--- src/core/adcc_pkg.sv ---
// Package: constants, types and register map of the converter control block
package adcc_pkg;

  // ==========================================================
  // Register byte addresses
  localparam logic [7:0] ADDR_INPUT_SELECT  = 8'h00;
  localparam logic [7:0] ADDR_CONTROL_A     = 8'h04;
  localparam logic [7:0] ADDR_CONTROL_B     = 8'h08;
  localparam logic [7:0] ADDR_RESULT_LOW    = 8'h0c;
  localparam logic [7:0] ADDR_RESULT_HIGH   = 8'h10;
  localparam logic [7:0] ADDR_POWER_REDUCE  = 8'h14;

  // ==========================================================
  // Field positions
  localparam int INSEL_REF_POS    = 6;   // [7:6]
  localparam int INSEL_LEFT_POS   = 5;
  localparam int INSEL_CHAN_POS   = 0;   // [3:0]
  localparam int CTLA_ENABLE_POS  = 7;
  localparam int CTLA_START_POS   = 6;
  localparam int CTLA_AUTO_POS    = 5;
  localparam int CTLA_FLAG_POS    = 4;
  localparam int CTLA_PRESC_POS   = 0;   // [2:0]
  localparam int CTLB_TRIG_POS    = 0;   // [2:0]
  localparam int PWR_REDUCE_POS   = 0;

  // ==========================================================
  // Reset values
  localparam logic [7:0] RST_INPUT_SELECT = 8'h00;
  localparam logic [7:0] RST_CONTROL_A    = 8'h00;
  localparam logic [2:0] RST_TRIGGER_SEL  = 3'h0;
  localparam logic       RST_POWER_REDUCE = 1'b0;

  // ==========================================================
  // Conversion timing in converter clock cycles
  localparam logic [4:0] CONV_NORMAL_CYC  = 5'd13;
  localparam logic [4:0] CONV_FIRST_CYC   = 5'd25;
  localparam logic [4:0] SAMPLE_NORMAL    = 5'd1;
  localparam logic [4:0] SAMPLE_FIRST     = 5'd13;
  localparam logic [4:0] RESULT_BITS      = 5'd10;

  // ==========================================================
  // Channel and reference codes
  localparam logic [3:0] CHAN_BANDGAP     = 4'he;
  localparam logic [3:0] CHAN_GROUND      = 4'hf;
  localparam logic [1:0] REF_EXTERNAL     = 2'h0;
  localparam logic [1:0] REF_SUPPLY       = 2'h1;
  localparam logic [1:0] REF_INTERNAL     = 2'h3;

  // ==========================================================
  // Trigger sources
  typedef enum logic [2:0] {
    TRIG_FREE_RUN   = 3'b000,
    TRIG_COMPARATOR = 3'b001,
    TRIG_EXT_INT0   = 3'b010,
    TRIG_T0_CMPA    = 3'b011,
    TRIG_T0_OVF     = 3'b100,
    TRIG_T1_CMPB    = 3'b101,
    TRIG_T1_OVF     = 3'b110,
    TRIG_T1_CAPT    = 3'b111
  } adcc_trig_type;

  // Conversion sequencer states
  typedef enum logic {
    ST_IDLE = 1'b0,
    ST_CONV = 1'b1
  } adcc_state_type;

  // Controls to the analog macro
  typedef struct packed {
    logic       enable;
    logic [3:0] channel;
    logic [1:0] refSel;
    logic       sample;
    logic [9:0] trialCode;
  } adcc_analog_type;

endpackage

--- src/core/adcc_conversion_control.sv ---
// Converter control: APB registers, prescaler, triggering and SAR sequencing
//
// Chosen here: the APB interface to the registers and the address map.
`timescale 1ns/10ps
module adcc_conversion_control
  import adcc_pkg::*;
(
  input  wire logic            sys_clk,
  input  wire logic            rst,
  input  wire logic            clkEn,
  input  wire logic [7:0]      paddr,
  input  wire logic            psel,
  input  wire logic            penable,
  input  wire logic            pwrite,
  input  wire logic [31:0]     pwdata,
  output logic      [31:0]     prdata,
  output logic                 pready,
  output logic                 pslverr,
  input  wire logic [6:0]      trigFlags,
  input  wire logic            cmpIn,
  output adcc_analog_type      analogCtl,
  output logic                 convDone
);

  // ==========================================================
  // Registers
  logic [7:0]      inSel_q;
  logic            enable_q;
  logic            autoTrig_q;
  logic            flag_q;
  logic [2:0]      presc_q;
  adcc_trig_type   trigSel_q;
  logic            pwrReduce_q;
  logic            startReq_q;
  adcc_state_type  state_q;
  logic [4:0]      cycCnt_q;
  logic            convFirst_q;
  logic            firstPend_q;
  logic [9:0]      sar_q;
  logic [9:0]      result_q;
  logic            lock_q;
  logic [6:0]      prescCnt_q;
  logic [3:0]      chanLat_q;
  logic [1:0]      refLat_q;
  logic            prevTrig_q;
  logic [6:0]      trigMeta_q;
  logic [6:0]      trigSync_q;
  logic            cmpMeta_q;
  logic            cmpSync_q;
  logic [31:0]     prdata_q;
  adcc_analog_type analog_q;
  logic            convDone_q;

  // ==========================================================
  // APB decode
  wire setupPh  = psel & ~penable;
  wire accessPh = psel & penable & clkEn;
  wire selIn    = (paddr == ADDR_INPUT_SELECT);
  wire selCa    = (paddr == ADDR_CONTROL_A);
  wire selCb    = (paddr == ADDR_CONTROL_B);
  wire selLo    = (paddr == ADDR_RESULT_LOW);
  wire selHi    = (paddr == ADDR_RESULT_HIGH);
  wire selPr    = (paddr == ADDR_POWER_REDUCE);
  wire mapped   = selIn | selCa | selCb | selLo | selHi | selPr;
  wire wrIn     = accessPh & pwrite & selIn;
  wire wrCa     = accessPh & pwrite & selCa;
  wire wrCb     = accessPh & pwrite & selCb;
  wire wrPr     = accessPh & pwrite & selPr;
  wire rdLo     = accessPh & ~pwrite & selLo;
  wire rdHi     = accessPh & ~pwrite & selHi;

  // No wait states; a frozen block stalls the access
  assign pready  = clkEn;
  assign pslverr = psel & penable & ~mapped;
  assign prdata  = prdata_q;

  // ==========================================================
  // Derived controls
  wire       leftAdj  = inSel_q[INSEL_LEFT_POS];
  wire       enabled  = enable_q & ~pwrReduce_q;
  wire       busy     = (state_q == ST_CONV);
  wire       freeRun  = autoTrig_q & (trigSel_q == TRIG_FREE_RUN);
  wire       startBit = startReq_q | busy;
  wire [4:0] convLen  = convFirst_q ? CONV_FIRST_CYC : CONV_NORMAL_CYC;
  wire [4:0] sampEnd  = convFirst_q ? SAMPLE_FIRST : SAMPLE_NORMAL;

  // Result formatting by justification
  wire [7:0] resLo = leftAdj ? {result_q[1:0], 6'h00} : result_q[7:0];
  wire [7:0] resHi = leftAdj ? result_q[9:2] : {6'h00, result_q[9:8]};

  // Read mux, captured in the setup phase so prdata is a flop
  wire [7:0] rdByte = selIn ? inSel_q :
                      selCa ? {enable_q, startBit, autoTrig_q, flag_q, 1'b0, presc_q} :
                      selCb ? {5'h00, trigSel_q} :
                      selLo ? resLo :
                      selHi ? resHi :
                      selPr ? {7'h00, pwrReduce_q} : 8'h00;

  // ==========================================================
  // Prescaler: divide by two to the field, zero behaves as one
  wire [2:0] pscEff  = (presc_q == 3'h0) ? 3'h1 : presc_q;
  wire [7:0] divFull = (8'h01 << pscEff) - 8'h01;
  wire [6:0] divLast = divFull[6:0];
  wire       tick    = enabled & (prescCnt_q == divLast);

  // ==========================================================
  // Trigger selection and edge detect
  wire [2:0] trigIdx = 3'(trigSel_q - 3'h1);
  // Source flags arrive set whatever their own interrupt enables are
  wire selTrig = (trigSel_q == TRIG_FREE_RUN) ? 1'b0 : trigSync_q[trigIdx];
  // Free running has no edge of its own; a held flag never retriggers
  wire trigEdge = autoTrig_q & enabled & selTrig & ~prevTrig_q;
  // Edges while busy are dropped, nothing is queued
  wire trigStart = trigEdge & ~busy;

  // ==========================================================
  // Conversion sequencing
  wire swStart  = wrCa & pwdata[CTLA_START_POS] & pwdata[CTLA_ENABLE_POS] & ~pwrReduce_q;
  wire swBegin  = tick & startReq_q & ~busy;
  wire done     = busy & tick & (cycCnt_q == convLen - 5'd1);
  // Own flag as source: restart on completion, flag state irrelevant
  wire restart  = done & freeRun;
  wire startNow = swBegin | trigStart | restart;
  // Bit decisions in the ten cycles before the last
  wire [4:0] stepBase = convLen - RESULT_BITS - 5'd1;
  wire [4:0] stepOffs = 5'(cycCnt_q - stepBase);
  // Trial code stands the whole step so the comparator settles before the tick
  wire       stepWin  = busy & (cycCnt_q >= stepBase) & (cycCnt_q <= convLen - 5'd2);
  wire       stepping = stepWin & tick;
  wire [3:0] bitPos   = 4'(5'd9 - stepOffs);
  wire [9:0] trial    = sar_q | (10'h001 << bitPos);
  wire       resWrite = done & ~lock_q & ~rdLo;

  // Input pin synchronisers, one per trigger flag
  genvar gi;
  generate
    for (gi = 0; gi < 7; gi++) begin : g_trigSync
      always_ff @(posedge sys_clk or posedge rst) begin
        if (rst) begin
          trigMeta_q[gi] <= 1'b0;
          trigSync_q[gi] <= 1'b0;
        end else if (clkEn) begin
          trigMeta_q[gi] <= trigFlags[gi];
          trigSync_q[gi] <= trigMeta_q[gi];
        end
      end
    end
  endgenerate

  // Comparator synchroniser
  always_ff @(posedge sys_clk or posedge rst) begin
    if (rst) begin
      cmpMeta_q <= 1'b0;
      cmpSync_q <= 1'b0;
    end else if (clkEn) begin
      cmpMeta_q <= cmpIn;
      cmpSync_q <= cmpMeta_q;
    end
  end

  // Input select register, control B, power reduction
  always_ff @(posedge sys_clk or posedge rst) begin
    if (rst) begin
      inSel_q     <= RST_INPUT_SELECT;
      trigSel_q   <= adcc_trig_type'(RST_TRIGGER_SEL);
      pwrReduce_q <= RST_POWER_REDUCE;
    end else if (clkEn) begin
      if (wrIn) inSel_q <= pwdata[7:0];
      if (wrCb) trigSel_q <= adcc_trig_type'(pwdata[CTLB_TRIG_POS +: 3]);
      if (wrPr) pwrReduce_q <= pwdata[PWR_REDUCE_POS];
    end
  end

  // Control A plain fields
  always_ff @(posedge sys_clk or posedge rst) begin
    if (rst) begin
      enable_q   <= RST_CONTROL_A[CTLA_ENABLE_POS];
      autoTrig_q <= RST_CONTROL_A[CTLA_AUTO_POS];
      presc_q    <= RST_CONTROL_A[CTLA_PRESC_POS +: 3];
    end else if (clkEn && wrCa) begin
      enable_q   <= pwdata[CTLA_ENABLE_POS];
      autoTrig_q <= pwdata[CTLA_AUTO_POS];
      presc_q    <= pwdata[CTLA_PRESC_POS +: 3];
    end
  end

  // Completion flag: set wins over a write-one clear
  always_ff @(posedge sys_clk or posedge rst) begin
    if (rst) begin
      flag_q <= 1'b0;
    end else if (clkEn) begin
      if (done) flag_q <= 1'b1;
      else if (wrCa && pwdata[CTLA_FLAG_POS]) flag_q <= 1'b0;
    end
  end

  // Pending software start, dropped when the converter goes off
  always_ff @(posedge sys_clk or posedge rst) begin
    if (rst) begin
      startReq_q <= 1'b0;
    end else if (clkEn) begin
      if (!enabled) startReq_q <= 1'b0;
      else if (swStart) startReq_q <= 1'b1;
      else if (startNow) startReq_q <= 1'b0;
    end
  end

  // Prescaler: held at zero while off, restarted by a trigger
  always_ff @(posedge sys_clk or posedge rst) begin
    if (rst) begin
      prescCnt_q <= 7'h00;
    end else if (clkEn) begin
      if (!enabled || trigStart || tick) prescCnt_q <= 7'h00;
      else prescCnt_q <= 7'(prescCnt_q + 7'h01);
    end
  end

  // Sequencer state; completion returns to idle unless free running
  always_ff @(posedge sys_clk or posedge rst) begin
    if (rst) begin
      state_q <= ST_IDLE;
    end else if (clkEn) begin
      case (state_q)
        ST_IDLE: begin
          if (startNow) state_q <= ST_CONV;
        end
        ST_CONV: begin
          if (!enabled) state_q <= ST_IDLE;
          else if (done && !restart) state_q <= ST_IDLE;
        end
        default: state_q <= ST_IDLE;
      endcase
    end
  end

  // Cycle count within a conversion and first-conversion tracking
  always_ff @(posedge sys_clk or posedge rst) begin
    if (rst) begin
      cycCnt_q    <= 5'h00;
      convFirst_q <= 1'b0;
      firstPend_q <= 1'b1;
    end else if (clkEn) begin
      if (!enabled) firstPend_q <= 1'b1;
      else if (startNow) firstPend_q <= 1'b0;
      if (startNow) begin
        cycCnt_q    <= 5'h00;
        convFirst_q <= firstPend_q;
      end else if (busy && tick) begin
        cycCnt_q <= 5'(cycCnt_q + 5'h01);
      end
    end
  end

  // Successive approximation register, MSB first
  always_ff @(posedge sys_clk or posedge rst) begin
    if (rst) begin
      sar_q <= 10'h000;
    end else if (clkEn) begin
      if (startNow) sar_q <= 10'h000;
      else if (stepping && cmpSync_q) sar_q <= trial;
    end
  end

  // Result bytes: a blocked completion is simply dropped
  always_ff @(posedge sys_clk or posedge rst) begin
    if (rst) begin
      result_q <= 10'h000;
    end else if (clkEn && resWrite) begin
      result_q <= sar_q;
    end
  end

  // Read-order lock between low and high byte
  always_ff @(posedge sys_clk or posedge rst) begin
    if (rst) begin
      lock_q <= 1'b0;
    end else if (clkEn) begin
      if (rdHi) lock_q <= 1'b0;
      else if (rdLo) lock_q <= 1'b1;
    end
  end

  // Channel and reference latch: frozen during a conversion, only when on
  always_ff @(posedge sys_clk or posedge rst) begin
    if (rst) begin
      chanLat_q <= CHAN_GROUND;
      refLat_q  <= REF_EXTERNAL;
    end else if (clkEn && enabled && (!busy || done)) begin
      chanLat_q <= inSel_q[INSEL_CHAN_POS +: 4];
      refLat_q  <= inSel_q[INSEL_REF_POS +: 2];
    end
  end

  // Trigger history for the edge detect
  always_ff @(posedge sys_clk or posedge rst) begin
    if (rst) begin
      prevTrig_q <= 1'b0;
    end else if (clkEn) begin
      prevTrig_q <= selTrig;
    end
  end

  // Analog controls and read data as flops
  always_ff @(posedge sys_clk or posedge rst) begin
    if (rst) begin
      analog_q   <= '0;
      prdata_q   <= 32'h0000_0000;
      convDone_q <= 1'b0;
    end else if (clkEn) begin
      analog_q.enable    <= enabled;
      analog_q.channel   <= chanLat_q;
      analog_q.refSel    <= refLat_q;
      analog_q.sample    <= busy & (cycCnt_q <= sampEnd);
      analog_q.trialCode <= stepWin ? trial : sar_q;
      convDone_q         <= done;
      if (setupPh) prdata_q <= {24'h00_0000, rdByte};
    end
  end

  assign analogCtl = analog_q;
  assign convDone  = convDone_q;
endmodule

--- config.mk ---
export PLATFORM = sky130hd
export DESIGN_NAME = adcc_conversion_control
export DESIGN_NICKNAME = d
export VERILOG_FILES = /design/src/core/adcc_pkg.sv /design/src/core/adcc_conversion_control.sv
export SDC_FILE = /design/constraint.sdc
export NUM_CORES = 1
export LEC_CHECK = 0
export ABC_CLOCK_PERIOD_IN_PS = 4290
export BUFFER_PORTS_ARGS = -buffer_cell sky130_fd_sc_hd__buf_4
export CAP_MARGIN = 25
export CELL_PAD_IN_SITES_DETAIL_PLACEMENT = 1
export CELL_PAD_IN_SITES_GLOBAL_PLACEMENT = 1
export CORE_MARGIN = 5
export CORE_UTILIZATION = 43
export CTS_CLUSTER_SIZE = 25
export DETAILED_ROUTE_END_ITERATION = 6
export MAX_ROUTING_LAYER = met4
export PLACE_DENSITY = 0.79
export REMOVE_ABC_BUFFERS = 1
export SLEW_MARGIN = 25
export SYNTH_ARGS = -nofsm -noshare
export SYNTH_HDL_FRONTEND = slang
export SYNTH_SLANG_ARGS = --single-unit
--- constraint.sdc ---
create_clock -name sys_clk -period 4.29 [get_ports sys_clk]
set_input_delay 0.429 -clock sys_clk [delete_from_list [all_inputs] [get_ports sys_clk]]
set_output_delay 0.429 -clock sys_clk [all_outputs]
set_load 0.02 [all_outputs]
### After elaboration in Yosys (flattened, before gate mapping)

Index checks and enable logic that the tools add are counted.

| cells by class | value |
|---|---|
| add/sub/neg operators | 10 |
| magnitude comparators | 4 |
| eq/ne operators | 9 |
| shift operators | 2 |
| multiplexer cells | 32 |
| bitwise logic cells | 50 |
| reduce and logical (&&, ||, !) cells | 32 |

Operator list:

| operator | count |
|---|---|
| $mux W8 | 7 |
| $and A1 B1 Y1 | 33 |
| $mux W10 | 3 |
| $reduce_and A2 Y1 | 11 |
| $eq A8 B4 Y1 const B | 2 |
| $eq A8 B5 Y1 const B | 2 |
| $mux W5 | 3 |
| $mux W1 | 14 |
| $or A10 B10 Y10 | 1 |
| $shl A1 B4 Y10 const A | 1 |
| $sub A5 B1 Y5 const B | 2 |
| $eq A8 B3 Y1 const B | 1 |
| $logic_and A1 B1 Y1 | 8 |
| $logic_not A8 Y1 | 1 |
| $not A1 Y1 | 8 |
| $or A1 B1 Y1 | 8 |
| $reduce_bool A2 Y1 | 4 |
| $add A7 B1 Y7 const B | 1 |
| $eq A7 B7 Y1 | 1 |
| $mux W7 | 1 |
| $shl A1 B3 Y7 const A | 1 |
| $sub A7 B1 Y7 const B | 1 |
| $logic_not A3 Y1 | 2 |
| $add A5 B1 Y5 const B | 1 |
| 18 further kinds | 22 |

| storage, ports and cells | value |
|---|---|
| register bits | 105 |
| output and inout bits | 53 |
| logic and storage cells | 181 |

### Logic depth before layout (Yosys ltp)

Gate-level depths: netlist of the first run.

| depth | value |
|---|---|
| depth in word-level cells | 14 |
| gate-level depth with buffers | 10 |
| depth with buffers taken out | 9 |

### Worst setup path before layout of the first run

OpenSTA, ideal clock, no wires.

| path | value |
|---|---|
| path kind | reg-to-reg |
| start | reg presc_q[2] |
| end | reg result_q[0] |
| library setup time | 0.125 ns |
| arrival | 2.619 ns |
| data required time | 4.165 ns |
| setup slack | 1.546 ns |
| cell stages (with the launch flop) | 10 |
| path buffers | 1 |
| period minus slack after synthesis | 2.744 ns |
| cell sequence | dfrtp_1 > buf_4 > or2_2 > ha_1 > xnor2_1 > a2111oi_2 > nand4_2 > nor3_4 > nand3_4 > mux2_4 |

| between the ends | value |
|---|---|
| cells in the longest elaborated chain, start to end | 11 |

Ends and longest elaborated chain:

| item | RTL line | source |
|---|---|---|
| from (decl) | adcc_conversion_control.sv:31 | `logic [2:0] presc_q;` |
| from (signal assigned) | adcc_conversion_control.sv:179 | `presc_q <= RST_CONTROL_A[CTLA_PRESC_POS +: 3];` |
| from (signal assigned) | adcc_conversion_control.sv:183 | `presc_q <= pwdata[CTLA_PRESC_POS +: 3];` |
| $logic_not A3 Y1 | adcc_conversion_control.sv:101 | `wire [2:0] pscEff = (presc_q == 3'h0) ? 3'h1 : presc_q;` |
| $mux W3 (*) | adcc_conversion_control.sv:101 |  |
| $shl A1 B3 Y7 (*) | adcc_conversion_control.sv:102 | `wire [7:0] divFull = (8'h01 << pscEff) - 8'h01;` |
| $sub A7 B1 Y7 (*) | adcc_conversion_control.sv:102 |  |
| $eq A7 B7 Y1 (*) | adcc_conversion_control.sv:104 | `wire tick = enabled & (prescCnt_q == divLast);` |
| $and A1 B1 Y1 (*) | adcc_conversion_control.sv:104 |  |
| $and A1 B1 Y1 (*) (2 in series) | adcc_conversion_control.sv:120 | `wire done = busy & tick & (cycCnt_q == convLen - 5'd1);` |
| $and A1 B1 Y1 (*) (2 in series) | adcc_conversion_control.sv:132 | `wire resWrite = done & ~lock_q & ~rdLo;` |
| $logic_and A1 B1 Y1 (*) | adcc_conversion_control.sv:268 | `end else if (clkEn && resWrite) begin` |
| to (signal assigned) | adcc_conversion_control.sv:269 | `result_q <= sar_q;` |
| to (decl) | adcc_conversion_control.sv:40 | `logic [9:0] result_q;` |

Mark *: on every way between the ends. The rest lies on a longest branch, timed or not.
A chain may end at the register's enable or synchronous reset.

### Worst setup path in the final report of the first run

| path | value |
|---|---|
| start | reg presc_q[2] |
| end | reg result_q[5] |

Same word-level chain as after synthesis.

==> run_results.csv, run 1 <==
group,metric,value,unit
timing,slew_headroom,0.309,
logic_synthesis,synth_area,0.00551,mm^2
clocking,post_cts_resized,0,
grt,grt_max_degree,68,
timing,fin_setup_tns,0,ns
clocking,post_cts_buffers,0,
worst_setup_path,start_kind,"register",
drt,drc,0,
floorplan,die_x,123,um
logic_synthesis,synthDistinctLibCells,73,
drt,drt_iter0_markers,235,
drt,avgViaCountPerCell,5.47,
drt,wl,13800,um
clocking,cts_buffer_depth,2,
power_and_ir_drop,p_int,1.62,mW
timing,slew_violations,0,
grt,antenna_found_initial,0,
clocking,cts_tree,"built",
logic_synthesis,async_flop_share,1.00,
timing,fmax,324,MHz
worst_setup_path,critPathCaptureType,"register",
drt,first_pass_iters,4,
worst_setup_path,max_stage_delay,0.50,ns
place,port_buffers,58,
floorplan,row_count,41,
grt,grt.overflow.total,0,
cells_and_area,antennaDiodeCount,0,
clocking,clkSinkCount,105,
floorplan,die_h,123,um
timing,fin_skew,0.00786,ns
grt,grt_pass1_wl,22800,um
floorplan,die_area,0.0152,mm^2
power_and_ir_drop,vdd_drop_max,182,uV
logic_synthesis,yosysWarnings,0,
worst_setup_path,crit_fanout,10,
grt,grt_pass1_vias,4299,
power_and_ir_drop,p_sw,527,uW
logic_synthesis,syn_inst,504,
timing,fin_crit_sh,0.719,
drt,antenna_left,0,
power_and_ir_drop,comb_power_share,0.095,
logic_synthesis,syn_avg_cell_area,10.9,um^2
clocking,insertion_delay,0.35,ns
clocking,cts_buffers,9,
place,hpwl,9900,um
run,drv_cap,0,
logic_synthesis,ys_ff_latch,105,
timing,setup_violations,0,
logic_synthesis,synth_flop_cell,"dfrtp_1",
timing,final.min_clock_period,3.08,ns
drt,vias,3987,
power_and_ir_drop,p_sw_frac,0.245,
timing,hold_viol_final,0,
floorplan,io_pins,107,
timing,rsz0062_at_grt,"no",
floorplan,start_util,0.438,
clocking,cts-root-buf,"clkbuf_16",
grt,grt_use_total,0.196,
clocking,path_clk_slew,0.07,ns
status,status,"finished clean",
min_path,hp-class,"in -> async",
logic_synthesis,yosysSeqAreaShare,0.478,
worst_setup_path,worstPathArrival,3.32,ns
cells_and_area,nets,619,
power_and_ir_drop,seq_power_share,0.485,
worst_setup_path,setup.worst_path.class,"reg -> reg",
clocking,postCtsHoldBufs,0,
power_and_ir_drop,p_clk_frac,0.420,
floorplan,core,0.0126,mm^2
cells_and_area,syn2layout_area_growth,14.7,%
timing,tightest_slew,1.03,ns
cells_and_area,final_layout_size_suffix_gt1_frac,0.275,
power_and_ir_drop,leakagePower,2.91,nW
place,dp_cells,713,
drt,wire_per_inst,18.9,um
clocking,h-tree-depth,3,
power_and_ir_drop,p_per_area,341,mW/mm^2
place,place.gp.congestion,0.868,
cells_and_area,final_cells,729,
worst_setup_path,path_cells,"or2_2 > ha_1 > xnor2_1 > a2111oi_2 > nand4_2 > nor3_4 > nand3_4 > mux2_4",
worst_setup_path,required,4.53,ns
worst_setup_path,slowest_stage,"nor3_4",
logic_synthesis,synth_edf_count,0,
-- cell families (layout without fill, tap and decap cells) --
kind of cell | Yosys count | after routing | synth area share
buffers and inverters | 67 | 97 | 0.0643
xor gates and xnor gates | 12 | 12 | 0.0191
DFF | 105 | 105 | 0.478
and+or+nand+nor | 134 | 134 | 0.135
muxes | 64 | 64 | 0.136
other | 2 | 25 | 0.00136
adders and majority gates | 13 | 13 | 0.0295
AOI/OAI and AO/OA | 107 | 107 | 0.137
-- final timing paths --
kind	from	to	slack, ns	depth (start not counted)
max reg2reg	presc_q[2]	result_q[5]	1.21	8
max in group asynchronous	rst	chanLat_q[3]	3.02	3
min in group sys_clk	trigFlags[5]	trigMeta_q[5]	0.31	2
max	presc_q[2]	result_q[5]	1.21	8
min	rst	trigSync_q[4]	0.24	2
min reg2reg	prdata[4]	prdata[4]	0.48	2
-- cells in the final DEF (no fill, tap or decap), drive strengths merged, types with 9 or more instances in the layout --
master / synthesis / routed
xnor2: 9 / 9
nand2: 30 / 30
nand3: 12 / 12
buf: 29 / 60
clkbuf: 17 / 10
nor2: 32 / 32
inv: 21 / 21
o21ai: 21 / 21
a21oi: 31 / 31
mux2: 57 / 57
nor3: 16 / 16
dfrtp: 100 / 100
conb: 2 / 25
a22o: 10 / 10
nand4: 9 / 9
ha: 13 / 13
-- state kept, by name (all words and copies together) (netlist names), 2 cells and up --
| signal | cells |
|---|---|
| refLat_q | 2 |
| sar_q | 10 |
| presc_q | 3 |
| chanLat_q | 4 |
| cycCnt_q | 5 |
| prdata | 8 |
| trigMeta_q | 7 |
| trigSync_q | 7 |
| prescCnt_q | 7 |
| trigSel_q | 3 |
| inSel_q | 8 |
| analogCtl | 18 |
| result_q | 10 |
-- synthesized netlist by cell type, drive strengths merged, types with 3 or more instances --
master,count,area share
dfrtp,100,0.45
mux2,57,0.12
nor2,32,0.025
a21oi,31,0.028
nand2,30,0.020
buf,29,0.038
inv,21,0.014
o21ai,21,0.019
clkbuf,17,0.012
nor3,16,0.018
ha,13,0.030
nand3,12,0.013
a22o,10,0.016
nand4,9,0.011
xnor2,9,0.014
nor2b,8,0.0095
mux2i,7,0.013
o21a,7,0.0095
a31oi,5,0.0057
dfstp,5,0.024
or3,4,0.0055
a21o,3,0.0041
and2,3,0.0034
and3,3,0.0036
and4b,3,0.0057
nand2b,3,0.0034
o31ai,3,0.0050
xor2,3,0.0048
-- power groups by stage --
stage          Clock [mW]  Sequential, mW  Combinational, mW
3_5_place_dp            0            1.06              0.203
3_3_place_gp            0            1.06              0.198
5_1_grt             0.973            1.05              0.225
6_report            0.905            1.04              0.204
4_1_cts             0.922            1.04              0.206
2_1_floorplan           0            1.07              0.111
-- stage by stage --
| step | power, mW | cell area, um^2 | hold WS, ns | worst slack [ns] | utilization |
|---|---|---|---|---|---|
| finish | 2.15 | 6310 | 0.243 | 1.21 | 0.502 |
| global route | 2.25 | 6310 | 0.302 | 0.998 | 0.502 |
| CTS | 2.17 | 6310 | 0.291 | 1.20 | 0.502 |
| detailed placement | 1.27 | 5980 | 0.477 | 1.20 | 0.476 |
| global placement | 1.26 | 5980 | 0.467 | 1.28 | 0.476 |
| floorplan | 1.18 | 5320 | 0.459 | 1.11 | - |
-- area by class of cell --
| class | count | area, um^2 |
|---|---|---|
| timing repair buffer | 60 | 450 |
| fill | 1399 | 6250 |
| multi-input combinational | 355 | 2600 |
| clock inverter | 6 | 91.3 |
| inverter | 21 | 81.3 |
| tap | 172 | 215 |
| sequential | 105 | 2630 |
| clock buffer | 10 | 239 |
-- routing by layer --
metal  vias up  share of wire  global-route usage
met1      2031           0.45               0.253
met2        84           0.50               0.328
met3        13          0.042              0.0279
met5         -              0                   -
li1       1859              -                   -
met4         0          0.012              0.0505
-- worst max-delay path: cells and delay by family (launching register included) --
family | cells | cell delay (ns)
adder cells (fa/ha/maj) | 1 | 0.29
XOR/XNOR | 1 | 0.07
AO/OA/AOI/OAI | 1 | 0.32
multiplexers | 1 | 0.37
AND/OR/NAND/NOR | 4 | 1.43
flip-flops | 1 | 0.49
Note: power is estimated with default switching activity, not from simulation.
==> run 2, diff against run 1 <==
--- a/config.mk
+++ b/config.mk
@@ -5,17 +5,17 @@
 export SDC_FILE = /design/constraint.sdc
 export NUM_CORES = 1
 export LEC_CHECK = 0
-export ABC_CLOCK_PERIOD_IN_PS = 4290
+export ABC_CLOCK_PERIOD_IN_PS = 2600
 export BUFFER_PORTS_ARGS = -buffer_cell sky130_fd_sc_hd__buf_4
 export CAP_MARGIN = 25
 export CELL_PAD_IN_SITES_DETAIL_PLACEMENT = 1
 export CELL_PAD_IN_SITES_GLOBAL_PLACEMENT = 1
 export CORE_MARGIN = 5
-export CORE_UTILIZATION = 43
+export CORE_UTILIZATION = 39
 export CTS_CLUSTER_SIZE = 25
 export DETAILED_ROUTE_END_ITERATION = 6
 export MAX_ROUTING_LAYER = met4
-export PLACE_DENSITY = 0.79
+export PLACE_DENSITY = 0.76
 export REMOVE_ABC_BUFFERS = 1
 export SLEW_MARGIN = 25
 export SYNTH_ARGS = -nofsm -noshare
==> constraint.sdc (replaced) <==
create_clock -name sys_clk -period 2.6 [get_ports sys_clk]
set_input_delay 0.26 -clock sys_clk [delete_from_list [all_inputs] [get_ports sys_clk]]
set_output_delay 0.26 -clock sys_clk [all_outputs]
set_load 0.02 [all_outputs]
==> run_results.csv, run 2 (synthesis gave the netlist of run 1 again) <==
group,metric,value,unit
timing,final.min_clock_period,2.58,ns
drt,avgViaCountPerCell,5.38,
worst_setup_path,path_buf_inv,1,
cells_and_area,nets,660,
drt,first_pass_iters,4,
place,place.gp.congestion,0.894,
place,dp_cells,745,
timing,fin_crit_sh,0.992,
power_and_ir_drop,leakagePower,3.15,nW
cells_and_area,layout_common_cells,"dfrtp_1, buf_4, mux2_2",
worst_setup_path,path_cells,"or2_4 > ha_4 > xnor2_2 > a2111oi_4 > nand4_2 > buf_6 > or2_4 > o22a_4 > mux2_4",
worst_setup_path,worstPathArrival,2.83,ns
floorplan,die_x,129,um
clocking,path_clk_slew,0.07,ns
worst_setup_path,crit_fanout,6,
cells_and_area,syn2layout_area_growth,23.8,%
clocking,h-tree-depth,3,
clocking,cts_buffers,9,
cells_and_area,largest_reg_flops,18,
cells_and_area,final_layout_size_suffix_gt1_frac,0.349,
clocking,cts_tree,"built",
floorplan,io_pins,107,
timing,tightest_slew,0.634,ns
worst_setup_path,slowest_stage,"dfrtp_1",
drt,antenna_left,0,
worst_setup_path,cp_common_cell,"or2_4",
drt,drc,0,
timing,slew_headroom,0.571,
worst_setup_path,start_kind,"register",
floorplan,core,0.0139,mm^2
worst_setup_path,required,2.85,ns
cells_and_area,regArea,0.00263,mm^2
run,drv_cap,0,
drt,drt_iter0_markers,292,
timing,hold_viol_final,0,
cells_and_area,final_cells,778,
grt,antenna_found_initial,0,
timing,rsz0062_at_grt,"yes",
grt,grt_max_degree,64,
floorplan,start_util,0.397,
worst_setup_path,critPathCaptureType,"register",
grt,grt.overflow.total,0,
worst_setup_path,max_stage_delay,0.39,ns
power_and_ir_drop,vdd_drop_max,318,uV
clocking,cts_buffer_depth,2,
cells_and_area,antennaDiodeCount,0,
min_path,hp-class,"in -> reg",
floorplan,die_area,0.0166,mm^2
cells_and_area,fill_cells,1520,
grt,grt_pass1_vias,4541,
worst_setup_path,critical-path-top-delay-family,"simple AND/OR/NAND/NOR gates",
grt,grt_pass1_wl,23900,um
clocking,insertion_delay,0.36,ns
place,port_buffers,58,
cells_and_area,final_common_cell,"dfrtp_1",
drt,vias,4182,
timing,fin_skew,0.00992,ns
place,hpwl,10600,um
worst_setup_path,setup.worst_path.class,"reg -> reg",
drt,wl,15000,um
clocking,cts-root-buf,"clkbuf_16",
timing,fmax,388,MHz
status,status,"finished clean",
clocking,clkSinkCount,105,
drt,wire_per_inst,19.3,um
power_and_ir_drop,p_per_area,508,mW/mm^2
floorplan,die_h,129,um
floorplan,row_count,43,
cells_and_area,multiInputGateArea,0.00278,mm^2
timing,slew_violations,0,
timing,timing.hold.ws,0.129,ns
timing,setup_violations,0,
grt,grt_use_total,0.189,
## run 2: cell count changes in the layout (fill, tap and decap cells not counted), sizes merged
cell,previous run,this run
dlygate4sd3,0,1
bufinv,2,1
buf,60,99
clkinv,1,2
clkinvlp,3,0
nand3,12,13
inv,21,22
clkbuf,10,12
## run 2: final cells by class
type / instances / area share
multi-input combinational: 356 / 0.408
sequential: 105 / 0.386
timing repair buffer: 100 / 0.118
clock buffer: 12 / 0.0347
tap: 180 / 0.0330
inverter: 21 / 0.0119
clock inverter: 4 / 0.00771
## run 2: power breakdown
part	internal (mW)	leakage (nW)	switching [mW]
combinational	0.147	1.64	0.228
sequential	1.69	1.37	0.0374
clock	0.752	0.141	0.610
## run 2: repair_timing
item | in CTS | in global routing
resized for setup | 10 | 24
pin swaps | 7 | 17
endpoints found under the setup margin | 34 | 44
endpoints found under the hold margin | 37 | 0
hold buffers | 1 | 0
setup buffers | 3 | 12
cloned | 1 | 0
## run 2: final timing paths
| path | start | end | slack [ns] | cells past startpoint |
|---|---|---|---|---|
| min in group asynchronous | rst | trigSel_q[1] | 0.51 | 3 |
| setup reg to reg | presc_q[1] | refLat_q[0] | 0.02 | 9 |
| setup / recovery | presc_q[1] | refLat_q[0] | 0.02 | 9 |
| hold / removal | cmpIn | cmpMeta_q | 0.13 | 2 |
| max in group asynchronous | rst | chanLat_q[3] | 1.38 | 4 |
| hold reg to reg | prdata[5] | prdata[5] | 0.48 | 2 |
## run 2: stage by stage
stage / power (mW) / utilization / setup slack [ns] / area (um^2) / setup TNS [ns]
after floorplan: 1.94 / - / -0.412 / 5320 / -42.48
after global placement: 2.09 / 0.447 / -0.0913 / 6200 / -0.816
after detailed placement: 2.10 / 0.447 / -0.156 / 6200 / -1.85
after CTS: 3.47 / 0.474 / 0.00282 / 6590 / 0
after global routing: 3.60 / 0.491 / -0.0710 / 6820 / -0.848
final: 3.46 / 0.491 / 0.0196 / 6820 / 0
## run 2: routing by layer
metal  vias to the layer above  track usage  share of wire
met5                         -            -              0
met4                         0       0.0710          0.020
met3                        21       0.0282          0.032
met2                        81        0.322           0.52
met1                      2141        0.227           0.42
li1                       1939            -              -
